===== src/core/iqr_pkg.sv =====
// package for the receive-direction I/Q sample port: register map, field layout, timing.
// assumes one 10 MHz system clock; only the link pins arrive asynchronously, APB and baseband signals are synchronous.
//
// Contract
// with both options fitted, a direction bit exists; receive runs only in input.
// receive-only build: direction bit absent, module is always input.
// serial, parallel and parallel interleaved port modes, chosen before transfer.
// input buffer overflow raises error code 803.
// input buffer underflow raises error code 804.
// external source takes the sample clock from the external clock pin.
// device source takes the sample clock from the device connector.
// internal source builds its own clock from the reference input.
// rate defines internal clock; for other sources it only declares the rate. Code sets the internal clock from div; rate only declares.
// other party leaves external clock pin undriven during internal source.
// coarse phase in 90 degree steps; 180 equals negative polarity.
// outside 10..200 MHz, 90 becomes 0 and 270 becomes 180.
// fine skew relative to phase, disabled below 25 MHz.
// skew takes discrete values, range limited by clock rate.
// negative polarity moves capture by half a period to the falling edge.
// filtered or unfiltered sample type accepted.
// words read as two's complement or offset binary.
// negation goes via two's complement, times minus one, back to format.
// bit order, I/Q swap and data polarity settings apply to samples.
// enable starts realtime custom format; filter inactive for filtered type.
// indicator blinks with active data lines, solid when all lines idle.
// indicator stays lit after first enable until power is lost.
// operator disables the interface before changing data parameters.
// enable needs an active format; format loss turns off and flags error.
// each word latched on the shifted capture edge and written to the buffer.
package iqr_pkg;
   // ==================================================================
   // register map
   localparam logic [7:0]  REG_CTRL    = 8'h00;
   localparam logic [7:0]  REG_RATE    = 8'h04;
   localparam logic [7:0]  REG_SKEW    = 8'h08;
   localparam logic [7:0]  REG_DIV     = 8'h0c;
   localparam logic [7:0]  REG_STATUS  = 8'h10;
   localparam logic [7:0]  REG_ERRCODE = 8'h14;
   localparam logic [7:0]  REG_PERIOD  = 8'h18;
   localparam logic [31:0] CTRL_RST    = 32'h0000_0000;
   localparam logic [31:0] RATE_RST    = 32'h0000_2710;
   localparam logic [3:0]  SKEW_RST    = 4'h0;
   localparam logic [15:0] DIV_RST     = 16'h0001;
   // status bit positions
   localparam int ST_OVF  = 0;
   localparam int ST_UDF  = 1;
   localparam int ST_FMT  = 2;
   localparam int ST_RUN  = 3;
   localparam int ST_LED  = 4;
   // error codes
   localparam logic [9:0]  ERR_OVF = 10'd803;
   localparam logic [9:0]  ERR_UDF = 10'd804;
   // rate limits, declared rate in kHz
   localparam logic [31:0] RATE_PH_MIN   = 32'd10000;
   localparam logic [31:0] RATE_PH_MAX   = 32'd200000;
   localparam logic [31:0] RATE_SKEW_MIN = 32'd25000;
   // timing and sizes
   localparam int CLK_KHZ  = 10000;
   localparam int BLINK_MS = 250;
   localparam int BLINK_CYC_DEF = BLINK_MS * CLK_KHZ;
   localparam int SW    = 16;
   localparam int FDEPTH = 16;
   localparam int FAW   = 4;

   typedef enum logic [1:0] {PORT_SER, PORT_PAR, PORT_ILV, PORT_RSV} iqr_port_t;
   typedef enum logic [1:0] {SRC_EXT, SRC_DEV, SRC_INT, SRC_RSV} iqr_src_t;

   // control register, bit 31 downward
   typedef struct packed {
      logic [14:0] rsv;
      logic        filt_en;
      logic        data_inv;
      logic        swap;
      logic        lsb_first;
      logic        neg_q;
      logic        neg_i;
      logic        offset_bin;
      logic        unfiltered_sample_type;
      logic [1:0]  phase;
      logic        pol_neg;
      iqr_src_t    src;
      iqr_port_t   port;
      logic        dir_out;
      logic        enable;
   } iqr_ctrl_t;

   typedef struct packed {
      logic [SW-1:0] i;
      logic [SW-1:0] q;
   } iqr_smp_t;
endpackage : iqr_pkg


===== src/core/iqr_mem.sv =====
// small two-port sample memory for the input buffer.
// assumes one clock; read data appear one edge after the read strobe, from a register.
module iqr_mem
   import iqr_pkg::*;
(
   input  wire logic           i_clk,
   input  wire logic           i_we,
   input  wire logic [FAW-1:0] i_waddr,
   input  wire iqr_smp_t       i_wdata,
   input  wire logic           i_re,
   input  wire logic [FAW-1:0] i_raddr,
   output iqr_smp_t            o_rdata
);
   iqr_smp_t mem [FDEPTH];

   // no reset on the array itself: contents only matter once written
   always_ff @(posedge i_clk) begin
      if (i_we) begin
         mem[i_waddr] <= i_wdata;
      end
      if (i_re) begin
         o_rdata <= mem[i_raddr];
      end
   end
endmodule : iqr_mem


===== src/core/iqr_rx.sv =====
// receive-direction digital I/Q port: APB registers, clock pick, capture, format, buffer.
// assumes link pins asynchronous to I_CLK_SYS and link clock well below a quarter of it.
module iqr_rx
   import iqr_pkg::*;
#(
   parameter bit OPT_TX_FITTED = 1'b1,
   parameter int BLINK_CYC     = BLINK_CYC_DEF
) (
   input  wire logic          I_CLK_SYS,
   input  wire logic          I_SYS_RST,
   input  wire logic          I_PSEL,
   input  wire logic          I_PENABLE,
   input  wire logic          I_PWRITE,
   input  wire logic [7:0]    I_PADDR,
   input  wire logic [31:0]   I_PWDATA,
   output logic      [31:0]   O_PRDATA,
   output logic               O_PREADY,
   output logic               O_PSLVERR,
   input  wire logic          I_CLK_EXT,
   input  wire logic          I_CLK_DEV,
   input  wire logic          I_CLK_REF,
   input  wire logic          I_SER_SYNC,
   input  wire logic          I_SER_I,
   input  wire logic          I_SER_Q,
   input  wire logic [SW-1:0] I_PAR_I,
   input  wire logic [SW-1:0] I_PAR_Q,
   input  wire logic          I_MOD_ACTIVE,
   input  wire logic          I_BB_READY,
   output logic               O_BB_VALID,
   output iqr_smp_t           O_BB_DATA,
   output logic               O_BB_UNFILT,
   output logic               O_BB_FILTER_ON,
   output logic               O_BB_CUSTOM_RT,
   output logic               O_LED
);
   // ==================================================================
   // pin synchronisers
   localparam int NPIN = 6 + 2 * SW;
   logic [NPIN-1:0] pin_s1;
   logic [NPIN-1:0] pin_s2;
   always_ff @(posedge I_CLK_SYS or posedge I_SYS_RST) begin
      if (I_SYS_RST) begin
         pin_s1 <= '0;
         pin_s2 <= '0;
      end else begin
         pin_s1 <= {I_CLK_EXT, I_CLK_DEV, I_CLK_REF, I_SER_SYNC, I_SER_I, I_SER_Q,
                    I_PAR_I, I_PAR_Q};
         pin_s2 <= pin_s1;
      end
   end
   wire logic          ext_s  = pin_s2[NPIN-1];
   wire logic          dev_s  = pin_s2[NPIN-2];
   wire logic          ref_s  = pin_s2[NPIN-3];
   wire logic          sync_s = pin_s2[NPIN-4];
   wire logic          seri_s = pin_s2[NPIN-5];
   wire logic          serq_s = pin_s2[NPIN-6];
   wire logic [SW-1:0] pari_s = pin_s2[2*SW-1:SW];
   wire logic [SW-1:0] parq_s = pin_s2[SW-1:0];

   // ==================================================================
   // registers and APB slave
   iqr_ctrl_t     ctrl;
   logic [31:0]   rate;
   logic [3:0]    skew;
   logic [15:0]   div;
   logic [2:0]    sticky;
   logic [9:0]    err_code;
   logic [7:0]    period;
   logic          led_armed;
   logic          fmt_drop;
   logic          ovf_ev;
   logic          udf_ev;

   wire logic apb_setup = I_PSEL & ~I_PENABLE;
   wire logic apb_wr    = I_PSEL & I_PENABLE & I_PWRITE & O_PREADY;
   wire logic sel_ctrl  = I_PADDR == REG_CTRL;
   wire logic sel_rate  = I_PADDR == REG_RATE;
   wire logic sel_skew  = I_PADDR == REG_SKEW;
   wire logic sel_div   = I_PADDR == REG_DIV;
   wire logic sel_stat  = I_PADDR == REG_STATUS;
   wire logic mapped    = sel_ctrl | sel_rate | sel_skew | sel_div | sel_stat
                        | (I_PADDR == REG_ERRCODE) | (I_PADDR == REG_PERIOD);

   // effective phase: quarter steps only inside the rate window
   wire logic       ph_ok    = (rate >= RATE_PH_MIN) && (rate <= RATE_PH_MAX);
   wire logic [1:0] phase_e  = ph_ok ? ctrl.phase : {ctrl.phase[1], 1'b0};
   wire logic       dir_in   = ~(OPT_TX_FITTED & ctrl.dir_out);
   wire logic       rx_on    = ctrl.enable & dir_in;

   iqr_ctrl_t next_ctrl;
   always_comb begin
      next_ctrl = ctrl;
      if (apb_wr && sel_ctrl) begin
         next_ctrl = iqr_ctrl_t'(I_PWDATA);
         next_ctrl.rsv = '0;
         next_ctrl.enable = I_PWDATA[0] & I_MOD_ACTIVE;
         if (!OPT_TX_FITTED) begin
            next_ctrl.dir_out = 1'b0;
         end
      end
      if (!I_MOD_ACTIVE) begin
         next_ctrl.enable = 1'b0;
      end
      next_ctrl.phase = (apb_wr && sel_ctrl) ? next_ctrl.phase : phase_e;
   end
   assign fmt_drop = ctrl.enable & ~I_MOD_ACTIVE;

   wire logic [2:0] st_set = {fmt_drop, udf_ev, ovf_ev};
   wire logic [2:0] st_clr = (apb_wr && sel_stat) ? I_PWDATA[2:0] : 3'h0;

   logic [31:0] rd_mux;
   always_comb begin
      case (I_PADDR)
         REG_CTRL:    rd_mux = ctrl;
         REG_RATE:    rd_mux = rate;
         REG_SKEW:    rd_mux = {28'h0, skew};
         REG_DIV:     rd_mux = {16'h0, div};
         REG_STATUS:  rd_mux = {27'h0, led_armed, rx_on, sticky};
         REG_ERRCODE: rd_mux = {22'h0, err_code};
         REG_PERIOD:  rd_mux = {24'h0, period};
         default:     rd_mux = 32'h0;
      endcase
   end

   always_ff @(posedge I_CLK_SYS or posedge I_SYS_RST) begin
      if (I_SYS_RST) begin
         ctrl      <= iqr_ctrl_t'(CTRL_RST);
         rate      <= RATE_RST;
         skew      <= SKEW_RST;
         div       <= DIV_RST;
         sticky    <= 3'h0;
         err_code  <= 10'h0;
         O_PREADY  <= 1'b0;
         O_PRDATA  <= 32'h0;
         O_PSLVERR <= 1'b0;
      end else begin
         ctrl      <= next_ctrl;
         O_PREADY  <= apb_setup;
         O_PSLVERR <= apb_setup & ~mapped;
         O_PRDATA  <= apb_setup ? rd_mux : 32'h0;
         if (apb_wr && sel_rate) rate <= I_PWDATA;
         if (apb_wr && sel_skew) skew <= I_PWDATA[3:0];
         if (apb_wr && sel_div)  div  <= I_PWDATA[15:0];
         sticky <= (sticky & ~st_clr) | st_set;   // set wins over clear
         if (ovf_ev) begin
            err_code <= ERR_OVF;
         end else if (udf_ev) begin
            err_code <= ERR_UDF;
         end
      end
   end

   // ==================================================================
   // clock source and edge finder
   logic [15:0] ref_cnt;
   logic        int_clk;
   logic        ref_d;
   logic        clk_d;
   logic [7:0]  per_cnt;
   wire logic sel_clk = (ctrl.src == SRC_EXT) ? ext_s
                      : (ctrl.src == SRC_DEV) ? dev_s : int_clk;
   wire logic rise = sel_clk & ~clk_d;
   wire logic fall = ~sel_clk & clk_d;
   wire logic ref_rise = ref_s & ~ref_d;

   always_ff @(posedge I_CLK_SYS or posedge I_SYS_RST) begin
      if (I_SYS_RST) begin
         ref_d   <= 1'b0;
         ref_cnt <= 16'h0;
         int_clk <= 1'b0;
         clk_d   <= 1'b0;
         per_cnt <= 8'h0;
         period  <= 8'h0;
      end else begin
         ref_d <= ref_s;
         clk_d <= sel_clk;
         // internal clock toggles every div reference edges
         if (ref_rise) begin
            if (ref_cnt + 16'h1 >= div) begin
               ref_cnt <= 16'h0;
               int_clk <= ~int_clk;
            end else begin
               ref_cnt <= ref_cnt + 16'h1;
            end
         end
         if (rise) begin
            period  <= per_cnt;
            per_cnt <= 8'h1;
         end else if (per_cnt != 8'hff) begin
            per_cnt <= per_cnt + 8'h1;
         end
      end
   end

   // ==================================================================
   // capture timing: base edge, quarter step, skew
   wire logic [7:0] quarter = {2'b00, period[7:2]};
   wire logic       skew_ok = rate >= RATE_SKEW_MIN;
   wire logic [7:0] skew_c  = ({4'h0, skew} > quarter) ? quarter : {4'h0, skew};
   wire logic [7:0] skew_e  = skew_ok ? skew_c : 8'h0;
   wire logic       use_fall = phase_e[1] ^ ctrl.pol_neg;
   wire logic       base_edge = use_fall ? fall : rise;
   wire logic [7:0] delay = (phase_e[0] ? quarter : 8'h0) + skew_e;
   logic [7:0] dly_cnt;
   logic       pend;
   wire logic  cap = rx_on & ((base_edge && delay == 8'h0)
                             || (pend && dly_cnt == 8'h1));

   always_ff @(posedge I_CLK_SYS or posedge I_SYS_RST) begin
      if (I_SYS_RST) begin
         dly_cnt <= 8'h0;
         pend    <= 1'b0;
      end else if (base_edge && delay != 8'h0) begin
         dly_cnt <= delay;
         pend    <= 1'b1;
      end else if (pend) begin
         dly_cnt <= dly_cnt - 8'h1;
         pend    <= dly_cnt != 8'h1;
      end
   end

   // ==================================================================
   // word assembly per port mode
   logic [SW-1:0] sh_i;
   logic [SW-1:0] sh_q;
   logic [3:0]    bit_cnt;
   logic          ilv_q;
   logic          word_ev;
   iqr_smp_t      raw;

   wire logic [3:0] bit_n = (sync_s ? 4'h0 : bit_cnt);
   always_ff @(posedge I_CLK_SYS or posedge I_SYS_RST) begin
      if (I_SYS_RST) begin
         sh_i    <= '0;
         sh_q    <= '0;
         bit_cnt <= 4'h0;
         ilv_q   <= 1'b0;
         word_ev <= 1'b0;
         raw     <= '0;
      end else begin
         word_ev <= 1'b0;
         if (!rx_on) begin
            bit_cnt <= 4'h0;
            ilv_q   <= 1'b0;
         end else if (cap) begin
            case (ctrl.port)
               PORT_SER: begin
                  sh_i    <= {sh_i[SW-2:0], seri_s};
                  sh_q    <= {sh_q[SW-2:0], serq_s};
                  bit_cnt <= bit_n + 4'h1;
                  if (bit_n == 4'hf) begin
                     raw     <= '{i: {sh_i[SW-2:0], seri_s}, q: {sh_q[SW-2:0], serq_s}};
                     word_ev <= 1'b1;
                  end
               end
               PORT_PAR: begin
                  raw     <= '{i: pari_s, q: parq_s};
                  word_ev <= 1'b1;
               end
               PORT_ILV: begin
                  ilv_q <= ~ilv_q;
                  if (ilv_q) begin
                     raw.q   <= pari_s;
                     word_ev <= 1'b1;
                  end else begin
                     raw.i <= pari_s;
                  end
               end
               default: begin
                  word_ev <= 1'b0;
               end
            endcase
         end
      end
   end

   // ==================================================================
   // sample shaping
   // settings passed in so the continuous assignments below follow every control change
   function automatic logic [SW-1:0] shape(input logic [SW-1:0] w, input logic neg,
                                           input iqr_ctrl_t c);
      logic [SW-1:0] v;
      v = w;
      if (c.lsb_first) begin
         for (int k = 0; k < SW; k++) v[k] = w[SW-1-k];
      end
      if (c.data_inv) v = ~v;
      if (neg) begin
         if (c.offset_bin) v[SW-1] = ~v[SW-1];
         v = SW'(~v + 1'b1);
         if (c.offset_bin) v[SW-1] = ~v[SW-1];
      end
      return v;
   endfunction : shape

   wire logic [SW-1:0] s_i = shape(raw.i, ctrl.neg_i, ctrl);
   wire logic [SW-1:0] s_q = shape(raw.q, ctrl.neg_q, ctrl);
   wire iqr_smp_t      wsmp = ctrl.swap ? '{i: s_q, q: s_i} : '{i: s_i, q: s_q};

   // ==================================================================
   // input buffer
   logic [FAW:0] wptr;
   logic [FAW:0] rptr;
   logic         started;
   wire logic full  = (wptr[FAW] != rptr[FAW]) && (wptr[FAW-1:0] == rptr[FAW-1:0]);
   wire logic empty = wptr == rptr;
   wire logic wr_en = word_ev & ~full;
   wire logic rd_en = ~empty & (~O_BB_VALID | I_BB_READY);
   assign ovf_ev = word_ev & full;
   assign udf_ev = rx_on & started & I_BB_READY & ~O_BB_VALID;

   iqr_mem u_mem (
      .i_clk   (I_CLK_SYS),
      .i_we    (wr_en),
      .i_waddr (wptr[FAW-1:0]),
      .i_wdata (wsmp),
      .i_re    (rd_en),
      .i_raddr (rptr[FAW-1:0]),
      .o_rdata (O_BB_DATA)
   );

   always_ff @(posedge I_CLK_SYS or posedge I_SYS_RST) begin
      if (I_SYS_RST) begin
         wptr       <= '0;
         rptr       <= '0;
         O_BB_VALID <= 1'b0;
         started    <= 1'b0;
      end else begin
         if (wr_en) wptr <= wptr + 1'b1;
         if (rd_en) rptr <= rptr + 1'b1;
         if (rd_en) begin
            O_BB_VALID <= 1'b1;
         end else if (I_BB_READY) begin
            O_BB_VALID <= 1'b0;
         end
         started <= rx_on & (started | wr_en);
      end
   end

   // ==================================================================
   // baseband control and activity indicator
   logic [31:0]   blink_cnt;
   logic          blink_ph;
   logic          act_seen;
   logic          act_prev;
   logic [NPIN-4:0] data_d;
   wire logic [NPIN-4:0] data_now = pin_s2[NPIN-4:0];
   wire logic blink_wrap = blink_cnt == 32'(BLINK_CYC - 1);

   always_ff @(posedge I_CLK_SYS or posedge I_SYS_RST) begin
      if (I_SYS_RST) begin
         O_BB_UNFILT    <= 1'b0;
         O_BB_FILTER_ON <= 1'b0;
         O_BB_CUSTOM_RT <= 1'b0;
         O_LED          <= 1'b0;
         led_armed      <= 1'b0;
         blink_cnt      <= 32'h0;
         blink_ph       <= 1'b0;
         act_seen       <= 1'b0;
         act_prev       <= 1'b0;
         data_d         <= '0;
      end else begin
         O_BB_UNFILT    <= ctrl.unfiltered_sample_type;
         O_BB_FILTER_ON <= ctrl.filt_en & ctrl.unfiltered_sample_type;
         O_BB_CUSTOM_RT <= rx_on;
         led_armed      <= led_armed | rx_on;
         data_d         <= data_now;
         blink_cnt      <= blink_wrap ? 32'h0 : blink_cnt + 32'h1;
         if (blink_wrap) begin
            blink_ph <= ~blink_ph;
            act_prev <= act_seen | (data_now != data_d);
            act_seen <= 1'b0;
         end else if (data_now != data_d) begin
            act_seen <= 1'b1;
         end
         O_LED <= led_armed & (act_prev ? blink_ph : 1'b1);
      end
   end
endmodule : iqr_rx


===== config.mk =====
export PLATFORM = sky130hd
export DESIGN_NAME = iqr_rx
export DESIGN_NICKNAME = d
export VERILOG_FILES = /design/src/core/iqr_pkg.sv /design/src/core/iqr_mem.sv /design/src/core/iqr_rx.sv
export SDC_FILE = /design/constraint.sdc
export NUM_CORES = 1
export LEC_CHECK = 0
export BUFFER_PORTS_ARGS = -buffer_cell sky130_fd_sc_hd__clkbuf_2
export CORE_UTILIZATION = 56
export CTS_CLUSTER_SIZE = 10
export DETAILED_ROUTE_END_ITERATION = 16
export GPL_TIMING_DRIVEN = 1
export PLACE_DENSITY = 0.76
export SYNTH_ARGS = -nofsm -noshare
export SYNTH_HDL_FRONTEND = slang
export SYNTH_SLANG_ARGS = --single-unit

===== constraint.sdc =====
create_clock -name I_CLK_SYS -period 13.6 [get_ports I_CLK_SYS]
set_input_delay 2.72 -clock I_CLK_SYS [delete_from_list [all_inputs] [get_ports I_CLK_SYS]]
set_output_delay 2.72 -clock I_CLK_SYS [all_outputs]
set_load 0.005 [all_outputs]

==> impl_metrics.json, run 1 <==
{
  "outcome": "finished, violations left",
  "violations": "max-capacitance violations, max-slew violations",
  "cts_made_buffers": 104,
  "syn_to_final_growth_pct": 12.1,
  "setup_slack_ns": 8.10,
  "final_hold_viol_count": 0,
  "syn-instance-count": 2430,
  "drt_iter0_markers": 1911,
  "internal_power_mw": 4.85,
  "worstPathArrival_ns": 5.99,
  "synth_area_leaders": "edfxtp_1, dfrtp_1, mux4_2",
  "firstDrtPassIters": 5,
  "grt_pass1_vias": 22500,
  "hpwlAfterDp_mm": 50.6,
  "core-area_um2": 67600,
  "gr-total-overflow": 0,
  "initial_core_util_pct": 57.1,
  "fmax_ghz": 0.182,
  "pin_count": 156,
  "drive_gt1_share_pct": 22.4,
  "clk_pin_slew_ns": 0.06,
  "clk_path_buf_depth": 3,
  "cap_violations": 1,
  "clock_latency_ns": 0.67,
  "leakage_nw": 15.5,
  "min_period_over_period_pct": 40.5,
  "p_switching_mw": 1.56,
  "drc": 0,
  "routed_wl_mm": 86.2,
  "synth_seq_cells": 928,
  "power_density_nw_per_um2": 148,
  "ir_worst_vdd_mv": 0.117,
  "critPathTopFamily": "simple AND/OR/NAND/NOR gates",
  "io_buffers": 155,
  "synth_top_cell_area_share_pct": 42.3,
  "yosysWarnings": 0,
  "row_count": 95,
  "layout_min_cycle_time_ns": 5.50,
  "synth-edff-count": 544,
  "synth-async-reset-ratio_pct": 41.4,
  "worst_slew_pin_slew_ns": 1.46,
  "cts_root_buf": "clkbuf_16",
  "setup_viol": 0,
  "cp.required_ns": 14.08,
  "num-nets-final": 2754,
  "antenna_found_initial": 0,
  "cts_tree": "done",
  "grt_pass1_wl_mm": 132,
  "cts_resized": 0,
  "hold_buffers": 0,
  "crit_type": "reg2reg",
  "slew_violations": 1,
  "cp_cell_sequence": "inv_1 > ha_1 > nor2b_1 > o21ai_0 > nand2b_1 > a21oi_1 > nor4_1 > mux2i_1 > nor2_1 > ha_1 > fa_1 > xor2_1 > or4_1 > a21oi_1 > a41oi_2 > or4_1 > nand2_1 > o21ai_1",
  "n_antenna_cell": 0,
  "start_kind": "flop",
  "place_ws_ns": 8.14,
  "hold_path.class": "reg2reg",
  "design_area_um2": 43300,
  "die_w_um": 264,
  "ctsHtreeMaxLevel": 3,
  "antenna_left": 0,
  "ys.flop_type": "edfxtp_1",
  "dpl_cell_area_um2": 40300,
  "p_clk_share_pct": 38.2,
  "hold_ws_ns": 0.344,
  "route.vias.total": 21700,
  "finalPower_mw": 6.40,
  "switching_share_pct": 24.3,
  "floorplan.die_area_um2": 70000,
  "yosysMostFrequentCell": "edfxtp_1",
  "wl_per_cell_um": 24.4,
  "synth_area_um2": 38600,
  "cp_max_fo": 32,
  "synth_top_area_cell": "edfxtp_1",
  "syn_area_per_cell_um2": 15.9,
  "gp_congestion": 0.910,
  "fin_setup_tns_ns": 0,
  "end_kind": "flop",
  "cpMaxStageDelayCell": "or4_1",
  "cpPeakStageDelay_ns": 0.99,
  "p_comb_share_pct": 12.5,
  "grtUsageTotal_pct": 25.1,
  "die_h_um": 264,
  "via_per_inst": 6.14,
  "synth_cell_types": 85,
  "clkSinkCount": 928,
  "grt_setup_unrepaired": "false",
  "ys_top_cells_by_count": "edfxtp_1, dfrtp_1, mux4_2",
  "maxSlewHeadroom_pct": -0.458,
  "finalClockSkew_ns": 0.0406,
  "pwr-share-seq_pct": 49.4,
  "post_cts_buffers": 0,
  "critPathBufInv": 1,
  "yosysSeqAreaShare_pct": 67.3,
  "grt_max_degree": 205
}
-- logic make-up (layout without fill, tap and decap cells) --
family          count (synthesis)  after routing  synth area share [%]
other cells                     1              2               0.00972
compound gates                288            288                  4.71
simple gates                  513            513                  6.73
buf+inv                       163            387                  1.90
flops                         928            928                  67.3
mux                           327            327                  14.2
xor+xnor                      166            166                  3.77
fa+ha+maj                      44             44                  1.45
-- layer usage --
layer | up-vias | global-route usage, % | routed length (um)
met4 | 0 | 8.23 | 2520
met5 | - | 0 | 0
met3 | 169 | 4.33 | 5710
met2 | 860 | 42.1 | 43300
li1 | 9530 | - | -
met1 | 11100 | 33.6 | 34700
-- worst register-to-register path, stage by stage, from the launching register on --
cell	delay [ns]
dfrtp_1	0.36
inv_1	0.08
ha_1	0.30
nor2b_1	0.13
o21ai_0	0.09
nand2b_1	0.08
a21oi_1	0.06
nor4_1	0.83
mux2i_1	0.29
nor2_1	0.06
ha_1	0.27
fa_1	0.41
xor2_1	0.17
or4_1	0.40
a21oi_1	0.23
a41oi_2	0.27
or4_1	0.99
nand2_1	0.21
o21ai_1	0.08
-- power by group through the flow --
stage / sequential (mW) / clock, mW / combinational [mW]
2_1_floorplan: 3.15 / 0 / 0.644
3_3_place_gp: 3.21 / 0 / 0.802
3_5_place_dp: 3.21 / 0 / 0.816
4_1_cts: 3.16 / 2.48 / 0.821
5_1_grt: 3.17 / 2.58 / 0.870
6_report: 3.16 / 2.44 / 0.799
-- placed cells by master (no fill, tap or decap), drive strengths merged, types with 7 or more instances in the layout --
master	n
nor4	18
a31oi	7
and3	24
nand2b	12
a21oi	72
xor2	48
clkbuf	280
a22o	9
and2	36
nand4	23
dfrtp	378
o21ai	99
ha	43
mux2	95
nor2b	37
nor2	115
a211oi	11
nor3	22
mux4	166
inv	50
xnor2	118
a22oi	34
nand3	41
buf	47
edfxtp	544
clkinv	10
nand2	137
or2	7
mux2i	66
-- registers in the layout (all words and copies together), names as in the netlist, 15 cells and up --
register	cells
O_PRDATA	32
blink_cnt	32
ctrl	17
data_d	35
div	16
pin_s1	38
pin_s2	38
rate	32
raw	32
ref_cnt	16
sh_i	15
sh_q	15
u_mem.mem	512
u_mem.o_rdata	32
-- final timing paths --
kind	from	end	slack, ns	cells after the start
setup / recovery	period[3]$_DFFE_PP0P_	raw[1]$_DFFE_PP0P_	8.10	18
hold / removal	pin_s1[22]$_DFF_PP0_	pin_s2[22]$_DFF_PP0_	0.34	0
setup reg to reg	period[3]$_DFFE_PP0P_	raw[1]$_DFFE_PP0P_	8.10	18
hold reg to reg	pin_s1[22]$_DFF_PP0_	pin_s2[22]$_DFF_PP0_	0.34	0
max in group asynchronous	I_SYS_RST	raw[18]$_DFFE_PP0P_	9.92	3
min in group asynchronous	I_SYS_RST	blink_cnt[9]$_DFF_PP0_	2.16	2
-- final cells by class --
| type | count | area [um2] |
|---|---|---|
| Sequential cell | 928 | 26000 |
| Fill cell | 4592 | 24400 |
| Multi-Input combinational cell | 1340 | 12000 |
| Clock buffer | 125 | 2730 |
| Timing Repair Buffer | 202 | 1140 |
| Tap cell | 873 | 1090 |
| Inverter | 49 | 191 |
| Clock inverter | 11 | 176 |
-- through the flow --
step	util [%]	std cells
5_1_grt	64.0	3528
3_3_place_gp	59.7	3391
4_1_cts	64.0	3527
2_1_floorplan	-	2431
6_report	64.0	3528
3_5_place_dp	59.7	3391
No activity file was read; power rests on OpenSTA's default activity.
==> inputs of run 2 (changes only) <==
clock period = 4.9 ns   (was 13.6 ns; I/O delays follow)
==> run 2 against run 1 <==
Compared with the run above:
- the run now ends clean
- die area unchanged
- clock skew decreased by 0.011 ns
- sequential cell count stayed put
- cell count grew 0.68%
- combinational power grew to 3.0 times the previous value
- maximum frequency up 13%
- non-clock buffer count grew 17
- global-route usage is 0.44 points higher
- critical path depth unchanged
- critical path type unchanged
- sequential share of layout area is 0.60 points lower
- critical endpoint is now raw[25]$_DFFE_PP0P_
==> impl_metrics.json, run 2 (synthesized netlist as in run 1, its figures left out) <==
{
  "firstDrtPassIters": 6,
  "layout_min_cycle_time_ns": 4.87,
  "io_buffers": 155,
  "maxSlewHeadroom_pct": 5.62,
  "grt_max_degree": 161,
  "finalClockSkew_ns": 0.0301,
  "drt_iter0_markers": 2005,
  "cts_tree": "done",
  "drive_gt1_share_pct": 24.1,
  "row_count": 95,
  "die_h_um": 264,
  "critPathBufInv": 3,
  "ir_worst_vdd_mv": 0.485,
  "setup_slack_ns": 0.0309,
  "min_period_over_period_pct": 99.4,
  "clk_path_buf_depth": 3,
  "cp_cell_sequence": "or3_4 > o41a_1 > o21a_1 > o211ai_1 > a21oi_1 > or4b_4 > nor2_2 > ha_2 > fa_1 > or4_4 > a21oi_4 > a41oi_4 > buf_6 > a2111oi_4 > buf_6 > clkbuf_16 > nor2_2 > a21oi_1",
  "cpMaxStageDelayCell": "or4b_4",
  "floorplan.die_area_um2": 70000,
  "clock_latency_ns": 0.67,
  "antenna_left": 0,
  "via_per_inst": 6.18,
  "cts_root_buf": "clkbuf_16",
  "crit_type": "reg2reg",
  "drc": 0,
  "hold_path.class": "reg2reg",
  "syn_to_final_growth_pct": 13.3,
  "die_w_um": 264,
  "ff2ff_setup_slack_ns": 0.03,
  "num-nets-final": 2771,
  "dpl_cell_area_um2": 40500,
  "route.vias.total": 22000,
  "final_cell_mix": "edfxtp_1, dfrtp_1, mux4_2, clkbuf_2, nand2_1",
  "gr-total-overflow": 0,
  "outcome": "finished, final reports clean",
  "gp_congestion": 0.931,
  "end_kind": "flop",
  "reg.largest.list": "u_mem.mem x512, pin_s1 x38, pin_s2 x38",
  "worst_slew_pin_slew_ns": 1.38,
  "power_density_nw_per_um2": 411,
  "slew_violations": 0,
  "worstPathArrival_ns": 5.45,
  "largest_register_ffs": 512,
  "cp_max_fo": 8,
  "routed_wl_mm": 88.0,
  "top_register": "u_mem.mem",
  "pin_count": 156,
  "antenna_found_initial": 1,
  "n_antenna_cell": 0,
  "start_kind": "flop",
  "cpPeakStageDelay_ns": 0.55,
  "finalPower_mw": 18.0,
  "hpwlAfterDp_mm": 52.2,
  "critPathTopFamily": "simple AND/OR/NAND/NOR gates",
  "grt_pass1_wl_mm": 135,
  "final_common_cell": "edfxtp_1",
  "clkSinkCount": 928,
  "grt_setup_unrepaired": "true",
  "wl_per_cell_um": 24.8,
  "place_ws_ns": -0.100,
  "core-area_um2": 67600,
  "cap_violations": 0,
  "cp.required_ns": 5.48,
  "grt_pass1_vias": 22700,
  "clk_pin_slew_ns": 0.06,
  "hold_buffers": 0,
  "grtUsageTotal_pct": 25.6,
  "setup_viol": 0,
  "leakage_nw": 15.7,
  "ctsHtreeMaxLevel": 3,
  "initial_core_util_pct": 57.1,
  "final_hold_viol_count": 0,
  "fmax_ghz": 0.205,
  "design_area_um2": 43700,
  "cts_made_buffers": 104
}
==> run 2: report_power, final <==
group          internal [mW]  total [mW]  switching (mW)  leakage [nW]
clock network           3.96        6.91            2.95          1.42
logic                   1.10        2.36            1.26          5.26
registers               8.49        8.68           0.192          9.00
total                   13.6        18.0            4.39          15.7
==> run 2: per-layer routing <==
layer  GRT usage [%]  wire, um  vias to the layer above
met4            7.68      2130                        2
met2            43.5     44800                      956
met3            4.44      6260                      180
li1                -         -                     9571
met5               0        13                        -
met1            33.9     34900                    11200
==> run 2: final cells by class <==
cell class / instances / area (um2)
Sequential cell: 928 / 26000
Multi-Input combinational cell: 1340 / 12100
Clock buffer: 133 / 2760
Tap cell: 873 / 1090
Inverter: 49 / 188
Clock inverter: 10 / 180
Fill cell: 4540 / 23900
Timing Repair Buffer: 219 / 1380
==> run 2: worst paths after layout <==
path / from / end / depth (start not counted)
worst max-delay path: rate[0]$_DFFE_PP0P_ / raw[25]$_DFFE_PP0P_ / 18
worst min-delay path: pin_s1[32]$_DFF_PP0_ / pin_s2[32]$_DFF_PP0_ / 0
worst max register to register: rate[0]$_DFFE_PP0P_ / raw[25]$_DFFE_PP0P_ / 18
worst min register to register: pin_s1[32]$_DFF_PP0_ / pin_s2[32]$_DFF_PP0_ / 0
max in group asynchronous: I_SYS_RST / rptr[0]$_DFFE_PP0P_ / 3
min in group asynchronous: I_SYS_RST / blink_cnt[11]$_DFF_PP0_ / 3
==> run 2: repair_timing <==
item / 4_1_cts / 5_1_grt
setup buffers: 2 / 3
gates resized for setup: 4 / 41
pin swaps: 2 / 5
endpoints found under the hold margin: 0 / 0
gates cloned: 2 / 1
endpoints found under the setup margin: 62 / 65
==> run 2: through the flow <==
step                      std cells  TNS (ns)  util (%)  hold slack [ns]
final                          3552         0      64.6            0.343
after global routing           3552     -3.59      64.6            0.351
after CTS                      3548         0      64.3            0.345
after detailed placement       3401     -2.62      59.8            0.335
after global placement         3401         0      59.8            0.332
after floorplan                2431   -467.61         -            0.331
==> run 2: worst register-to-register path, stage by stage (launching register included) <==
cell and delay, ns:
dfrtp_1 0.39, or3_4 0.40, o41a_1 0.35, o21a_1 0.19, o211ai_1 0.19, a21oi_1 0.10
or4b_4 0.55, nor2_2 0.10, ha_2 0.21, fa_1 0.44, or4_4 0.54, a21oi_4 0.16
a41oi_4 0.16, buf_6 0.20, a2111oi_4 0.28, buf_6 0.19, clkbuf_16 0.16, nor2_2 0.03
a21oi_1 0.15
